<file path="src/srec_regs.svh">
// Register offsets, field positions, reset values and timing figures
// Assumes a 10 MHz clock and an APB slave with 8-bit byte addresses
`ifndef SREC_REGS_SVH
`define SREC_REGS_SVH

// ----------------------------------------------------------------
// Register byte offsets
// ----------------------------------------------------------------
`define SREC_OFS_CTRL    8'h00
`define SREC_OFS_PD_OUT  8'h04
`define SREC_OFS_ACYC    8'h08
`define SREC_OFS_STATUS  8'h0C
`define SREC_OFS_PD_IN   8'h10

// ----------------------------------------------------------------
// Field positions and command values
// ----------------------------------------------------------------
`define SREC_CTRL_LINK_BIT 0
`define SREC_PD_EN_BIT     0
`define SREC_ACYC_IDX      8'hFA
`define SREC_ACYC_SUB      8'h00

// ----------------------------------------------------------------
// Reset values
// ----------------------------------------------------------------
`define SREC_RST_WORD  32'h0000_0000
// Arbitrary device information byte
`define SREC_DEV_INFO  8'h5A

// ----------------------------------------------------------------
// Timing
// ----------------------------------------------------------------
`define SREC_CLK_HZ     10000000
`define SREC_INT_EN_S   1
`define SREC_FLASH_MS   500
`define SREC_DIAG_BIT_MS 40

`endif

</file>
<file path="src/srec_pkg.sv">
// Types shared by the enable and start control block
// Assumes srec_regs.svh for all numeric constants
package srec_pkg;

  typedef enum logic [2:0] {
    ST_OFF,
    ST_READY,
    ST_ARMED,
    ST_ON,
    ST_FAULT
  } srec_state_e;

  // Pin inputs after synchronisation
  typedef struct packed {
    logic s0_a;
    logic s0_b;
    logic s1_a;
    logic s1_b;
    logic start;
    logic start_src2;
  } srec_pins_s;

endpackage

</file>
<file path="src/srec_sync.sv">
// Three-stage input synchroniser, one lane per bit
// Assumes asynchronous pin levels and a synchronous-release reset
`timescale 1ns/100ps

module srec_sync
  import srec_pkg::*;
#(
  parameter int W = 6
) (
  input  wire logic         clock,
  input  wire logic         rst_sync_b,
  input  wire logic [W-1:0] d,
  output logic      [W-1:0] q
);

  genvar i;
  generate
    for (i = 0; i < W; i++) begin : g_lane
      logic f1_q;
      logic f2_q;
      logic f3_q;
      always_ff @(posedge clock or negedge rst_sync_b) begin
        if (!rst_sync_b) begin
          f1_q <= 1'b0;
          f2_q <= 1'b0;
          f3_q <= 1'b0;
          q[i] <= 1'b0;
        end else begin
          f1_q <= d[i];
          f2_q <= f1_q;
          f3_q <= f2_q;
          // Accept a change only once two stages agree
          if (f2_q == f3_q) begin
            q[i] <= f3_q;
          end
        end
      end
    end
  endgenerate

endmodule

</file>
<file path="src/srec_top.sv">
// Enable, start and indicator control of a two-circuit safety relay
// Assumes an IO-Link stack on APB and 24 V pins level-shifted to logic
`timescale 1ns/100ps

`include "srec_regs.svh"

// Functional notes
// - IO-Link: process byte 0 bit 0 enables
// - Without IO-Link, enable is internal only
// - Acyclic index 250 sub 0 clears mode
// - Boot in cleared mode: internal enable within 1 s
// - Automatic start closes paths at once
// - Manual start closes on button release
// - Power LED steady green when normal
// - Link LED flashes while link is up
// - Link LED off without IO-Link
// - Link LED off when link lost
// - Sensor LED green while circuit closed
// - Relay LEDs green when paths closed
// - Ready state waits for start command
// - Plausibility errors clear only at power-down
// - Process data carries switch and device info
module srec_top
  import srec_pkg::*;
#(
  parameter int INT_EN_CYC = `SREC_INT_EN_S * `SREC_CLK_HZ,
  parameter int FLASH_CYC  = `SREC_CLK_HZ / 1000 * `SREC_FLASH_MS,
  parameter int DIAG_CYC   = `SREC_CLK_HZ / 1000 * `SREC_DIAG_BIT_MS
) (
  input  wire logic        clock,
  input  wire logic        rst_b,
  input  wire logic        psel,
  input  wire logic        penable,
  input  wire logic        pwrite,
  input  wire logic [7:0]  paddr,
  input  wire logic [31:0] pwdata,
  output logic      [31:0] prdata,
  output logic             pready,
  output logic             pslverr,
  input  wire logic        first_sensor_circuit_a,
  input  wire logic        first_sensor_circuit_b,
  input  wire logic        second_sensor_circuit_a,
  input  wire logic        second_sensor_circuit_b,
  input  wire logic        start_input,
  input  wire logic        start_from_second_supply,
  input  wire logic [7:0]  switch_diag,
  input  wire logic        iol_mode_nv,
  output logic             iol_mode_store,
  output logic             first_safety_relay,
  output logic             second_safety_relay,
  output logic             power_led_green,
  output logic             power_led_red,
  output logic             link_activity_led,
  output logic             sensor_led_first,
  output logic             sensor_led_second,
  output logic             relay_led_first,
  output logic             relay_led_second,
  output logic             serial_diag_output
);

  // ----------------------------------------------------------------
  // Reset release
  // ----------------------------------------------------------------
  logic rst_meta_q;
  logic rst_sync_b;

  always_ff @(posedge clock or negedge rst_b) begin
    if (!rst_b) begin
      rst_meta_q <= 1'b0;
      rst_sync_b <= 1'b0;
    end else begin
      rst_meta_q <= 1'b1;
      rst_sync_b <= rst_meta_q;
    end
  end

  // ----------------------------------------------------------------
  // Pin synchronisers
  // ----------------------------------------------------------------
  srec_pins_s pins_raw;
  srec_pins_s pins;
  logic [7:0] diag_s;
  logic [1:0] closed;

  assign pins_raw = '{s0_a: first_sensor_circuit_a,
                      s0_b: first_sensor_circuit_b,
                      s1_a: second_sensor_circuit_a,
                      s1_b: second_sensor_circuit_b,
                      start: start_input,
                      start_src2: start_from_second_supply};

  srec_sync #(.W(6)) u_pin_sync (
    .clock      (clock),
    .rst_sync_b (rst_sync_b),
    .d          (pins_raw),
    .q          (pins)
  );

  srec_sync #(.W(8)) u_diag_sync (
    .clock      (clock),
    .rst_sync_b (rst_sync_b),
    .d          (switch_diag),
    .q          (diag_s)
  );

  assign closed[0] = pins.s0_a & pins.s0_b;
  assign closed[1] = pins.s1_a & pins.s1_b;

  // ----------------------------------------------------------------
  // APB register access
  // ----------------------------------------------------------------
  logic        wr_stb;
  logic        rd_setup;
  logic        hit;
  logic        link_up_q;
  logic        link_rise;
  logic        pd_en_q;
  logic        acyc_clr;
  logic        iol_mode_q;
  logic        int_en_q;
  logic        en_q;
  logic        err_q;
  logic        relay_q;
  srec_state_e state_q;
  srec_state_e state_d;

  assign pready   = 1'b1;
  assign wr_stb   = psel & penable & pwrite;
  assign rd_setup = psel & ~penable & ~pwrite;
  assign hit      = (paddr == `SREC_OFS_CTRL)   ||
                    (paddr == `SREC_OFS_PD_OUT) ||
                    (paddr == `SREC_OFS_ACYC)   ||
                    (paddr == `SREC_OFS_STATUS) ||
                    (paddr == `SREC_OFS_PD_IN);
  assign pslverr  = psel & penable & ~hit;
  assign acyc_clr = wr_stb && (paddr == `SREC_OFS_ACYC) &&
                    (pwdata[7:0] == `SREC_ACYC_IDX) &&
                    (pwdata[15:8] == `SREC_ACYC_SUB);

  always_ff @(posedge clock or negedge rst_sync_b) begin
    if (!rst_sync_b) begin
      link_up_q <= 1'b0;
      pd_en_q   <= 1'b0;
    end else if (wr_stb && paddr == `SREC_OFS_CTRL) begin
      link_up_q <= pwdata[`SREC_CTRL_LINK_BIT];
    end else if (wr_stb && paddr == `SREC_OFS_PD_OUT) begin
      pd_en_q   <= pwdata[`SREC_PD_EN_BIT];
    end
  end

  // Read data is staged in the setup cycle for a zero-wait access
  always_ff @(posedge clock or negedge rst_sync_b) begin
    if (!rst_sync_b) begin
      prdata <= `SREC_RST_WORD;
    end else if (rd_setup) begin
      case (paddr)
        `SREC_OFS_CTRL:   prdata <= {31'h0, link_up_q};
        `SREC_OFS_PD_OUT: prdata <= {31'h0, pd_en_q};
        `SREC_OFS_STATUS: prdata <= {22'h0, state_q, err_q,
                                     relay_q, en_q, int_en_q,
                                     iol_mode_q, closed};
        `SREC_OFS_PD_IN:  prdata <= {16'h0, `SREC_DEV_INFO,
                                     diag_s};
        default:          prdata <= `SREC_RST_WORD;
      endcase
    end
  end

  // ----------------------------------------------------------------
  // Operating mode and enable source
  // ----------------------------------------------------------------
  logic        started_q;
  logic        boot_plain_q;
  logic        link_prev_q;
  logic [23:0] int_cnt_q;

  assign link_rise = link_up_q & ~link_prev_q;

  // Stored mode strap is caught on the first cycle after release
  always_ff @(posedge clock or negedge rst_sync_b) begin
    if (!rst_sync_b) begin
      started_q    <= 1'b0;
      boot_plain_q <= 1'b0;
      link_prev_q  <= 1'b0;
    end else begin
      started_q   <= 1'b1;
      link_prev_q <= link_up_q;
      if (!started_q) begin
        boot_plain_q <= ~iol_mode_nv;
      end
    end
  end

  // Establishing the link wins over a clear in the same cycle
  always_ff @(posedge clock or negedge rst_sync_b) begin
    if (!rst_sync_b) begin
      iol_mode_q <= 1'b0;
    end else if (!started_q) begin
      iol_mode_q <= iol_mode_nv;
    end else if (link_rise) begin
      iol_mode_q <= 1'b1;
    end else if (acyc_clr) begin
      iol_mode_q <= 1'b0;
    end
  end

  assign iol_mode_store = iol_mode_q;

  // Only a boot with cleared mode starts the internal enable timer
  always_ff @(posedge clock or negedge rst_sync_b) begin
    if (!rst_sync_b) begin
      int_cnt_q <= 24'h000000;
      int_en_q  <= 1'b0;
    end else if (started_q && boot_plain_q && !iol_mode_q &&
                 !int_en_q) begin
      if (int_cnt_q == 24'(INT_EN_CYC - 1)) begin
        int_en_q <= 1'b1;
      end else begin
        int_cnt_q <= int_cnt_q + 24'h000001;
      end
    end
  end

  // Link loss also withdraws the cyclic enable
  always_ff @(posedge clock or negedge rst_sync_b) begin
    if (!rst_sync_b) begin
      en_q <= 1'b0;
    end else if (iol_mode_q) begin
      en_q <= pd_en_q & link_up_q;
    end else begin
      en_q <= int_en_q;
    end
  end

  // ----------------------------------------------------------------
  // Plausibility check per sensor circuit
  // ----------------------------------------------------------------
  logic [1:0] circ_a;
  logic [1:0] circ_b;
  logic [1:0] circ_err;

  assign circ_a = {pins.s1_a, pins.s0_a};
  assign circ_b = {pins.s1_b, pins.s0_b};

  genvar c;
  generate
    for (c = 0; c < 2; c++) begin : g_circ
      logic open_a_q;
      logic open_b_q;
      // Reclosing after only one channel opened is a fault
      assign circ_err[c] = circ_a[c] & circ_b[c] &
                           (open_a_q ^ open_b_q);
      always_ff @(posedge clock or negedge rst_sync_b) begin
        if (!rst_sync_b) begin
          open_a_q <= 1'b0;
          open_b_q <= 1'b0;
        end else if (circ_a[c] & circ_b[c]) begin
          open_a_q <= 1'b0;
          open_b_q <= 1'b0;
        end else begin
          open_a_q <= open_a_q | ~circ_a[c];
          open_b_q <= open_b_q | ~circ_b[c];
        end
      end
    end
  endgenerate

  // No software path reaches this flag
  always_ff @(posedge clock or negedge rst_sync_b) begin
    if (!rst_sync_b) begin
      err_q <= 1'b0;
    end else if (|circ_err) begin
      err_q <= 1'b1;
    end
  end

  // ----------------------------------------------------------------
  // Start sequence
  // ----------------------------------------------------------------
  logic ok;
  logic auto_s;

  assign ok     = closed[0] & closed[1] & en_q & ~err_q & ~|circ_err;
  assign auto_s = pins.start_src2;

  always_comb begin
    state_d = state_q;
    if (err_q) begin
      state_d = ST_FAULT;
    end else if (!ok) begin
      state_d = ST_OFF;
    end else begin
      case (state_q)
        ST_OFF: begin
          if (auto_s) begin
            state_d = ST_ON;
          end else if (!pins.start) begin
            state_d = ST_READY;
          end
        end
        ST_READY: begin
          if (auto_s) begin
            state_d = ST_ON;
          end else if (pins.start) begin
            state_d = ST_ARMED;
          end
        end
        ST_ARMED: begin
          if (!pins.start) begin
            state_d = ST_ON;
          end
        end
        ST_ON:    state_d = ST_ON;
        default:  state_d = ST_FAULT;
      endcase
    end
  end

  always_ff @(posedge clock or negedge rst_sync_b) begin
    if (!rst_sync_b) begin
      state_q <= ST_OFF;
      relay_q <= 1'b0;
    end else begin
      state_q <= state_d;
      relay_q <= (state_d == ST_ON);
    end
  end

  assign first_safety_relay  = relay_q;
  assign second_safety_relay = relay_q;
  assign relay_led_first     = relay_q;
  assign relay_led_second    = relay_q;

  // ----------------------------------------------------------------
  // Indicators
  // ----------------------------------------------------------------
  logic [23:0] flash_cnt_q;
  logic        flash_q;
  logic        link_led_q;
  logic [1:0]  sens_led_q;
  logic        pwr_g_q;
  logic        pwr_r_q;

  always_ff @(posedge clock or negedge rst_sync_b) begin
    if (!rst_sync_b) begin
      flash_cnt_q <= 24'h000000;
      flash_q     <= 1'b0;
    end else if (flash_cnt_q == 24'(FLASH_CYC - 1)) begin
      flash_cnt_q <= 24'h000000;
      flash_q     <= ~flash_q;
    end else begin
      flash_cnt_q <= flash_cnt_q + 24'h000001;
    end
  end

  always_ff @(posedge clock or negedge rst_sync_b) begin
    if (!rst_sync_b) begin
      link_led_q <= 1'b0;
      sens_led_q <= 2'b00;
      pwr_g_q    <= 1'b0;
      pwr_r_q    <= 1'b0;
    end else begin
      // Off both outside IO-Link mode and on link loss
      link_led_q <= iol_mode_q & link_up_q & flash_q;
      sens_led_q <= closed;
      pwr_g_q    <= ~err_q;
      pwr_r_q    <= err_q;
    end
  end

  assign link_activity_led = link_led_q;
  assign sensor_led_first  = sens_led_q[0];
  assign sensor_led_second = sens_led_q[1];
  assign power_led_green   = pwr_g_q;
  assign power_led_red     = pwr_r_q;

  // ----------------------------------------------------------------
  // Serial diagnostic output
  // ----------------------------------------------------------------
  // Bit time well above a 20 ms PLC sampling cycle
  logic [23:0] bit_cnt_q;
  logic [3:0]  bit_idx_q;
  logic [9:0]  frame_q;

  always_ff @(posedge clock or negedge rst_sync_b) begin
    if (!rst_sync_b) begin
      bit_cnt_q <= 24'h000000;
      bit_idx_q <= 4'h0;
      frame_q   <= 10'h000;
    end else if (bit_cnt_q != 24'(DIAG_CYC - 1)) begin
      bit_cnt_q <= bit_cnt_q + 24'h000001;
    end else begin
      bit_cnt_q <= 24'h000000;
      if (bit_idx_q == 4'h9) begin
        bit_idx_q <= 4'h0;
        frame_q   <= {1'b1, err_q, relay_q, closed, iol_mode_q,
                      link_up_q, en_q, ~err_q, 1'b0};
      end else begin
        bit_idx_q <= bit_idx_q + 4'h1;
        frame_q   <= {frame_q[8:0], 1'b0};
      end
    end
  end

  assign serial_diag_output = frame_q[9];
endmodule

</file>
<file path="config.mk">
export PLATFORM = sky130hd
export DESIGN_NAME = srec_top
export DESIGN_NICKNAME = d
export VERILOG_FILES = /design/src/srec_pkg.sv /design/src/srec_sync.sv /design/src/srec_top.sv
export VERILOG_INCLUDE_DIRS = /design/src
export SDC_FILE = /design/constraint.sdc
export NUM_CORES = 1
export LEC_CHECK = 0
export BUFFER_PORTS_ARGS = -buffer_cell sky130_fd_sc_hd__buf_2
export CORE_UTILIZATION = 35
export DETAILED_ROUTE_END_ITERATION = 7
export PLACE_DENSITY = 0.56
export SETUP_SLACK_MARGIN = 0.5
export SKIP_CTS_REPAIR_TIMING = 1
export SYNTH_ARGS = -nofsm -noshare
export SYNTH_HDL_FRONTEND = slang
export SYNTH_SLANG_ARGS = --single-unit
</file>
<file path="constraint.sdc">
create_clock -name clock -period 13.49 [get_ports clock]
set_input_delay 2.698 -clock clock [delete_from_list [all_inputs] [get_ports clock]]
set_output_delay 2.698 -clock clock [all_outputs]
set_load 0.01 [all_outputs]
</file>
==> results of run 1 <==
==> per-layer routing <==
metal	GRT usage [%]	part of all wire [%]	wire (µm)
met5	0	0	0
met2	22.2	47	6570
met1	18.9	48	6660
met3	3.88	3.7	516
met4	3.85	0.99	138
==> cells in the mapped netlist (3+ instances only) <==
cell type / instances
a21oi_1: 8
a22o_1: 16
a31oi_1: 7
and3_1: 4
and4_1: 7
buf_2: 4
buf_4: 26
clkbuf_1: 3
dfrtp_1: 177
ha_1: 3
inv_1: 14
maj3_1: 14
mux2_2: 5
mux2i_1: 4
nand2_1: 59
nand2b_1: 6
nand3_1: 30
nand4_1: 19
nor2_1: 54
nor2b_1: 8
nor3_1: 14
nor3b_1: 4
nor4_1: 12
nor4_2: 6
nor4b_1: 3
o21ai_0: 11
or2_2: 3
xnor2_1: 28
xor2_1: 40
==> layout make-up <==
class	count	area [µm²]
fillers	1932	11900
repair buffers	72	370
clock inverters	11	149
multi-input cells	414	2650
inverters	14	52.6
clock buffers	21	480
well taps	270	338
flip-flops and latches	177	4430
==> stage by stage <==
| step | cell area [µm²] | instances | utilization (%) | total power [W] |
|---|---|---|---|---|
| after floorplan | 7370 | 640 | - | 0.000587 |
| after global placement | 7850 | 947 | 38.5 | 0.000599 |
| after detailed placement | 7850 | 947 | 38.5 | 0.000600 |
| after CTS | 8480 | 979 | 41.6 | 0.00112 |
| after global routing | 8480 | 979 | 41.6 | 0.00115 |
| final | 8480 | 979 | 41.6 | 0.00111 |
==> where the power goes <==
part | switching, W | internal (W)
clock | 0.000205 | 0.000313
sequential | 0.0000121 | 0.000545
combinational | 0.0000199 | 0.0000119
total | 0.000237 | 0.000869
==> placed cells by master (no fill, tap or decap), types with 8 or more instances in the layout <==
cell type  Yosys  final
inv_1         14     14
nor4_1        12     12
nand4_1       19     19
a21oi_1        8      8
buf_2          4     68
nor2_1        54     54
dfrtp_1      177    176
clkbuf_16      0     17
conb_1         2     22
nand3_1       30     30
nor2b_1        8      8
o21ai_0       11     11
xor2_1        40     40
nand2_1       59     59
a22o_1        16     16
maj3_1        14     14
xnor2_1       28     28
nor3_1        14     14
==> sequential cells by signal (all words and copies together), names as in the netlist, 3 cells and up <==
register / flops
bit_cnt_q: 24
flash_cnt_q: 24
int_cnt_q: 24
prdata: 11
frame_q: 9
u_diag_sync.g_lane.f1_q: 8
u_diag_sync.g_lane.f2_q: 8
u_diag_sync.g_lane.f3_q: 8
u_diag_sync.q: 8
u_pin_sync.g_lane.f1_q: 6
u_pin_sync.g_lane.f2_q: 6
u_pin_sync.g_lane.f3_q: 6
u_pin_sync.q: 6
bit_idx_q: 4
state_q: 3
==> worst reg2reg max path: stages, from the launching register on <==
cell and delay, ns:
dfrtp_4 0.82, buf_4 0.72, buf_4 0.84
==> final timing paths <==
kind,endpoint,depth (start not counted)
min in group clock,u_pin_sync.g_lane[0].f2_q,0
worst min register to register,u_diag_sync.g_lane[2].f1_q,0
worst max register to register,first_safety_relay,2
worst max-delay path,pslverr,5
max in group asynchronous,first_safety_relay,2
worst min-delay path,u_diag_sync.g_lane[2].f1_q,0
==> kinds of logic (layout without fill, tap and decap cells) <==
| group | Yosys count | after routing | synth area share, % |
|---|---|---|---|
| AO/OA/AOI/OAI | 51 | 51 | 4.82 |
| XOR/XNOR | 68 | 68 | 8.16 |
| adder cells (fa/ha/maj) | 17 | 17 | 2.44 |
| buffers and inverters | 49 | 118 | 4.06 |
| flip-flops | 177 | 177 | 60.7 |
| multiplexers | 9 | 9 | 1.32 |
| other | 2 | 22 | 0.103 |
| AND/OR/NAND/NOR | 247 | 247 | 18.4 |
==> impl_metrics.env, run 1 <==
export IMPL_status="completed"
export IMPL_cp_arrival_ns=4.44
export IMPL_cp_required_ns=10.79
export IMPL_numCtsBuffers=17
export IMPL_period_share_pct=52.9
export IMPL_rsz0062_at_grt="false"
export IMPL_place_port_buffers=68
export IMPL_die_x_um=146
export IMPL_synthDistinctLibCells=55
export IMPL_hold_viol=0
export IMPL_drc=0
export IMPL_syn_inst=620
export IMPL_initialDrtViolationCount=254
export IMPL_finalSetupTns_ns=0
export IMPL_fmax_mhz=140
export IMPL_initial_core_util_pct=35.8
export IMPL_crit_start="paddr[1]"
export IMPL_yosysWarnings=0
export IMPL_min_path_type="reg -> async"
export IMPL_grt_ovfl_total=0
export IMPL_ys_flop_type="dfrtp_1"
export IMPL_cts_reportedPaths_clkPinSlew_ns=0.07
export IMPL_fp_dieH_um=146
export IMPL_p_leak_nw=3.93
export IMPL_crit_family="simple AND/OR/NAND/NOR gates"
export IMPL_slew_violations=0
export IMPL_nets=759
export IMPL_crit_buf_inv=2
export IMPL_ys_top_cells_by_area="dfrtp_1 61%, xor2_1 4.8%, xnor2_1 3.4%"
export IMPL_wirelength_um=13900
export IMPL_grt_pass1_wl_um=23900
export IMPL_core_um2=20400
export IMPL_h_tree_depth=4
export IMPL_antenna_found_initial=0
export IMPL_whs_ns=0.347
export IMPL_worst_pin_slew_ns=0.959
export IMPL_insertion_delay_ns=0.42
export IMPL_crit_slowest_cell="nor3_2"
export IMPL_synth_area_leader_cell="dfrtp_1"
export IMPL_grt_pass1_vias=4843
export IMPL_ant_nets=0
export IMPL_ys_seq_area_share_pct=60.7
export IMPL_cp_common_cell="buf_2"
export IMPL_finalSetupViolations=0
export IMPL_fin_ws_ns=6.35
export IMPL_dp_hpwl_um=9530
export IMPL_grt_usage_pct=14.0
export IMPL_cap_violations=0
export IMPL_routed_via_density=4.79
export IMPL_io_pins=105
export IMPL_relSlewSlack_pct=35.6
export IMPL_placementRows=52
export IMPL_cts_path_max_buffers=2
export IMPL_synth_edff_count=0
export IMPL_end_kind="primary output"
export IMPL_wl_per_cell_um=14.2
export IMPL_critical_path_class="in -> out"
export IMPL_peakVddDrop_v=0.0000661
export IMPL_antenna_cells=0
export IMPL_syn_avg_cell_area_um2=11.8
export IMPL_pre_cts_ws_ns=6.33
export IMPL_worst_clock_skew_ns=0.00548
export IMPL_cp_max_fo=10
export IMPL_gp_congestion=0.729
export IMPL_cp_slowest_stage_delay_ns=0.71
export IMPL_dieArea_um2=21400
export IMPL_powerDensity_nw_per_um2=130
export IMPL_grt_max_degree=72
export IMPL_async_flop_share_pct=100
export IMPL_ys_ff_latch=177
export IMPL_fin_crit_ns=7.14
export IMPL_cts_tree="done"
export IMPL_drive_above_1_share_pct=18.3
export IMPL_reg2reg_slack_ns=11.10
export IMPL_timing_rr_start="rst_sync_b"
export IMPL_first_pass_iters=4
export IMPL_path_cells="buf_2 -> or4_1 -> nor3_2 -> nor3_1 -> buf_2"
export IMPL_cts_sinks=177
export IMPL_vias=4689
export IMPL_syn2layout_area_growth_pct=16.2
export IMPL_cts_root_buf="clkbuf_16"
export IMPL_synth_top_area_share_pct=60.7
export IMPL_cp_start_kind="primary input"
export IMPL_syn_cell_area_um2=7300
No activity file was read; power rests on OpenSTA's default activity.
==> run 2, diff against run 1 <==
Clock period 13.49 ns to 7 ns, I/O delays scaled along.
==> impl_metrics.env, run 2 (synthesis results as in run 1) <==
export IMPL_reg_top3="bit_cnt_q (24), flash_cnt_q (24), int_cnt_q (24)"
export IMPL_critical_path_class="in -> out"
export IMPL_cts_reportedPaths_clkPinSlew_ns=0.07
export IMPL_initial_core_util_pct=35.8
export IMPL_powerDensity_nw_per_um2=244
export IMPL_io_pins=105
export IMPL_cts_sinks=177
export IMPL_grt_pass1_vias=4663
export IMPL_h_tree_depth=4
export IMPL_core_um2=20400
export IMPL_worst_pin_slew_ns=1.03
export IMPL_antenna_found_initial=0
export IMPL_grt_pass1_wl_um=23500
export IMPL_nets=759
export IMPL_period_share_pct=65.1
export IMPL_relSlewSlack_pct=31.3
export IMPL_cp_arrival_ns=3.16
export IMPL_first_pass_iters=4
export IMPL_cap_violations=0
export IMPL_numCtsBuffers=17
export IMPL_dp_hpwl_um=9590
export IMPL_rsz0062_at_grt="false"
export IMPL_min_path_type="reg -> async"
export IMPL_vias=4687
export IMPL_final_common_cell="dfrtp_1"
export IMPL_routed_via_density=4.79
export IMPL_crit_start="paddr[1]"
export IMPL_cts_tree="done"
export IMPL_wl_per_cell_um=14.2
export IMPL_placementRows=52
export IMPL_grt_usage_pct=13.8
export IMPL_reg2regPathDepth=6
export IMPL_reg2reg_slack_ns=4.57
export IMPL_cp_start_kind="primary input"
export IMPL_drc=0
export IMPL_finalSetupViolations=0
export IMPL_status="completed"
export IMPL_grt_ovfl_total=0
export IMPL_ant_nets=0
export IMPL_syn2layout_area_growth_pct=15.4
export IMPL_power_total_w=0.00205
export IMPL_worst_clock_skew_ns=0.0120
export IMPL_peakVddDrop_v=0.000146
export IMPL_grt_max_degree=84
export IMPL_die_x_um=146
export IMPL_cts_path_max_buffers=2
export IMPL_fmax_mhz=219
export IMPL_final_cell_mix="176 x dfrtp_1, 68 x buf_2, 59 x nand2_1"
export IMPL_r2r_end="frame_q[1]"
export IMPL_insertion_delay_ns=0.43
export IMPL_gp_congestion=0.770
export IMPL_place_port_buffers=68
export IMPL_fin_crit_ns=4.56
export IMPL_initialDrtViolationCount=224
export IMPL_wirelength_um=13900
export IMPL_p_leak_nw=3.91
export IMPL_drive_above_1_share_pct=18.3
export IMPL_antenna_cells=0
export IMPL_finalSetupTns_ns=0
export IMPL_whs_ns=0.324
export IMPL_cp_required_ns=5.60
export IMPL_fp_dieH_um=146
export IMPL_cts_root_buf="clkbuf_16"
export IMPL_dieArea_um2=21400
export IMPL_end_kind="primary output"
export IMPL_slew_violations=0
export IMPL_cp_max_fo=10
export IMPL_hold_viol=0
export IMPL_timing_rr_start="bit_cnt_q[0]"
run 2: cell count changes in the layout (fill, tap and decap cells not counted), sizes merged:
cell	previous run	this run
clkbuf	21	18
clkinvlp	3	0
bufinv	3	1
inv	17	18
clkinv	2	9
run 2: stage by stage:
step / cell area [µm²] / cells / utilization [%] / worst slack (ns)
2_1_floorplan: 7370 / 640 / - / 1.70
4_1_cts: 8420 / 979 / 41.3 / 2.39
6_report: 8420 / 979 / 41.3 / 2.44
3_3_place_gp: 7850 / 947 / 38.5 / 2.40
3_5_place_dp: 7850 / 947 / 38.5 / 2.40
5_1_grt: 8420 / 979 / 41.3 / 2.30
run 2: worst max-delay path by stage:
stage	to	slack, ns	depth (start not counted)
2_1_floorplan	bit_cnt_q[0]	1.70	0
3_3_place_gp	pslverr	2.40	5
3_5_place_dp	pslverr	2.40	5
4_1_cts	pslverr	2.39	5
5_1_grt	pslverr	2.30	5
6_report	pslverr	2.44	5
run 2: final cells by class:
type,instances,area (µm²)
multi-input cells,414,2650
well taps,270,338
flip-flops and latches,177,4430
inverters,14,52.6
clock buffers,18,439
fillers,1929,11900
repair buffers,72,370
clock inverters,14,131
run 2: critical path, cell delays in order:
cell	delay, ns
buf_2	0.09
or4_1	0.66
nor3_2	0.73
nor3_1	0.10
buf_2	0.17
run 2: where the power goes:
group / internal [W] / switching [W] / leakage (nW)
Combinational: 0.0000229 / 0.0000383 / 1.37
Sequential: 0.00105 / 0.0000238 / 2.26
Clock: 0.000505 / 0.000412 / 0.287
Total: 0.00158 / 0.000475 / 3.91
run 2: metal layers:
metal | global-route usage (%) | up-vias | part of all wire, %
li1 | - | 2256 | -
met1 | 19.0 | 2320 | 48
met2 | 21.1 | 101 | 47
met3 | 3.78 | 10 | 4.0
met4 | 4.58 | 0 | 0.87
met5 | 0 | - | 0
==> run 3, diff against run 2 <==
Settings changed: PLACE_DENSITY 0.56 to 0.58.
Clock period 7 ns to 3.75 ns, I/O delays scaled along.
==> impl_metrics.env, run 3 (synthesis results as in run 1) <==
export IMPL_status="completed"
export IMPL_grt_max_degree=84
export IMPL_cp_start_kind="primary input"
export IMPL_wl_per_cell_um=14.2
export IMPL_fmax_mhz=349
export IMPL_fin_crit_ns=2.87
export IMPL_grt_ovfl_total=0
export IMPL_cp_slowest_stage_delay_ns=0.67
export IMPL_insertion_delay_ns=0.43
export IMPL_wirelength_um=13900
export IMPL_grt_pass1_vias=4846
export IMPL_syn2layout_area_growth_pct=16.0
export IMPL_h_tree_depth=4
export IMPL_numCtsBuffers=17
export IMPL_final_common_cell="dfrtp_1"
export IMPL_intPower_w=0.00295
export IMPL_place_port_buffers=68
export IMPL_reg_top3="bit_cnt_q (24), flash_cnt_q (24), int_cnt_q (24)"
export IMPL_ant_nets=0
export IMPL_initial_core_util_pct=35.8
export IMPL_routed_via_density=4.86
export IMPL_vias=4759
export IMPL_cp_max_fo=10
export IMPL_min_path_type="in -> async"
export IMPL_final_cell_mix="176 x dfrtp_1, 68 x buf_2, 59 x nand2_1"
export IMPL_end_kind="primary output"
export IMPL_grt_util_met3_pct=3.00
export IMPL_dp_cells=948
export IMPL_first_pass_iters=5
export IMPL_antenna_found_initial=0
export IMPL_drive_above_1_share_pct=18.5
export IMPL_io_pins=105
export IMPL_cp_arrival_ns=2.12
export IMPL_antenna_cells=0
export IMPL_crit_slowest_cell="or4_1"
export IMPL_core_um2=20400
export IMPL_gp_congestion=0.779
export IMPL_hold_viol=0
export IMPL_period_share_pct=76.4
export IMPL_relSlewSlack_pct=37.8
export IMPL_crit_buf_inv=3
export IMPL_finalSetupViolations=0
export IMPL_power_switching_w=0.000931
export IMPL_cap_violations=0
export IMPL_finalSetupTns_ns=0
export IMPL_powerDensity_nw_per_um2=459
export IMPL_grt_use_met1_pct=18.0
export IMPL_critical_path_class="in -> out"
export IMPL_worst_clock_skew_ns=0.0173
export IMPL_dp_hpwl_um=9750
export IMPL_cts_reportedPaths_clkPinSlew_ns=0.07
export IMPL_cts_tree="done"
export IMPL_rsz0062_at_grt="false"
export IMPL_nets=760
export IMPL_power_total_w=0.00389
export IMPL_final_cell_count_no_fill=980
export IMPL_path_cells="buf_2 -> or4_1 -> nor3_2 -> buf_4 -> nor3_1 -> buf_2"
export IMPL_crit_family="simple AND/OR/NAND/NOR gates"
export IMPL_pwr_share_clk_pct=45.5
export IMPL_cts_root_buf="clkbuf_16"
export IMPL_num_fill_cells=1886
export IMPL_slew_violations=0
export IMPL_sw_frac_of_total_pct=24.0
export IMPL_utilization_pct=41.5
export IMPL_grt_pass1_wl_um=23600
export IMPL_fp_dieH_um=146
export IMPL_initialDrtViolationCount=229
export IMPL_die_x_um=146
export IMPL_grt_usage_pct=13.9
export IMPL_p_leak_nw=3.92
export IMPL_cts_path_max_buffers=2
export IMPL_fin_ws_ns=0.884
export IMPL_worst_pin_slew_ns=0.925
export IMPL_grt_busiest_layer="met2"
export IMPL_placementRows=52
export IMPL_comb_power_share_pct=2.9
export IMPL_drc=0
export IMPL_cts_sinks=177
export IMPL_seq_power_share_pct=51.6
export IMPL_cp_required_ns=3.00
export IMPL_cp_common_cell="buf_2"
export IMPL_grtUsageMet2_pct=22.2
export IMPL_peakVddDrop_v=0.000209
export IMPL_dieArea_um2=21400
export IMPL_pre_cts_ws_ns=0.887
run 3: cell types whose count changed in the layout (fill, tap and decap cells not counted), sizes merged:
| cell | previous run | this run |
|---|---|---|
| clkinv | 9 | 5 |
| inv | 18 | 22 |
| buf | 72 | 73 |
| clkbuf | 18 | 17 |
| clkinvlp | 0 | 1 |
run 3: final cells by class:
| type | count | area, µm² | share of cell area, % |
|---|---|---|---|
| timing repair buffer | 73 | 390 | 4.61 |
| multi-input combinational | 414 | 2650 | 31.4 |
| inverter | 14 | 52.6 | 0.621 |
| clock buffer | 17 | 425 | 5.03 |
| sequential | 177 | 4430 | 52.4 |
| clock inverter | 15 | 168 | 1.98 |
| tap | 270 | 338 | 3.99 |
run 3: power by group through the flow:
stage	Clock, W	Sequential (W)	Combinational [W]
6_report	0.00177	0.00201	0.000114
5_1_grt	0.00190	0.00201	0.000131
4_1_cts	0.00182	0.00201	0.000117
3_5_place_dp	0	0.00204	0.000116
3_3_place_gp	0	0.00204	0.000113
2_1_floorplan	0	0.00205	0.0000632
run 3: metal layers:
layer / part of all wire (%) / wire (µm)
met5: 0 / 0
met4: 2.1 / 291
met3: 3.6 / 501
met2: 47 / 6590
met1: 47 / 6490
run 3: path summary, 6_finish.rpt:
kind,startpoint,endpoint,slack (ns),depth (start not counted)
setup / recovery,paddr[1],pslverr,0.88,6
hold / removal,rst_b,rst_sync_b,0.09,1
setup reg to reg,int_cnt_q[0],int_cnt_q[17],1.45,6
hold reg to reg,u_pin_sync.g_lane[0].f1_q,u_pin_sync.g_lane[0].f2_q,0.35,0
max in group asynchronous,rst_sync_b,bit_cnt_q[17],2.43,1
min in group clock,u_pin_sync.g_lane[0].f1_q,u_pin_sync.g_lane[0].f2_q,0.35,0
run 3: metrics by stage:
step / hold slack [ns] / instance area (µm²)
detailed placement: 0.335 / 7870
global route: 0.0703 / 8460
finish: 0.0870 / 8460
global placement: 0.333 / 7870
CTS: 0.0703 / 8460
floorplan: 0.331 / 7370
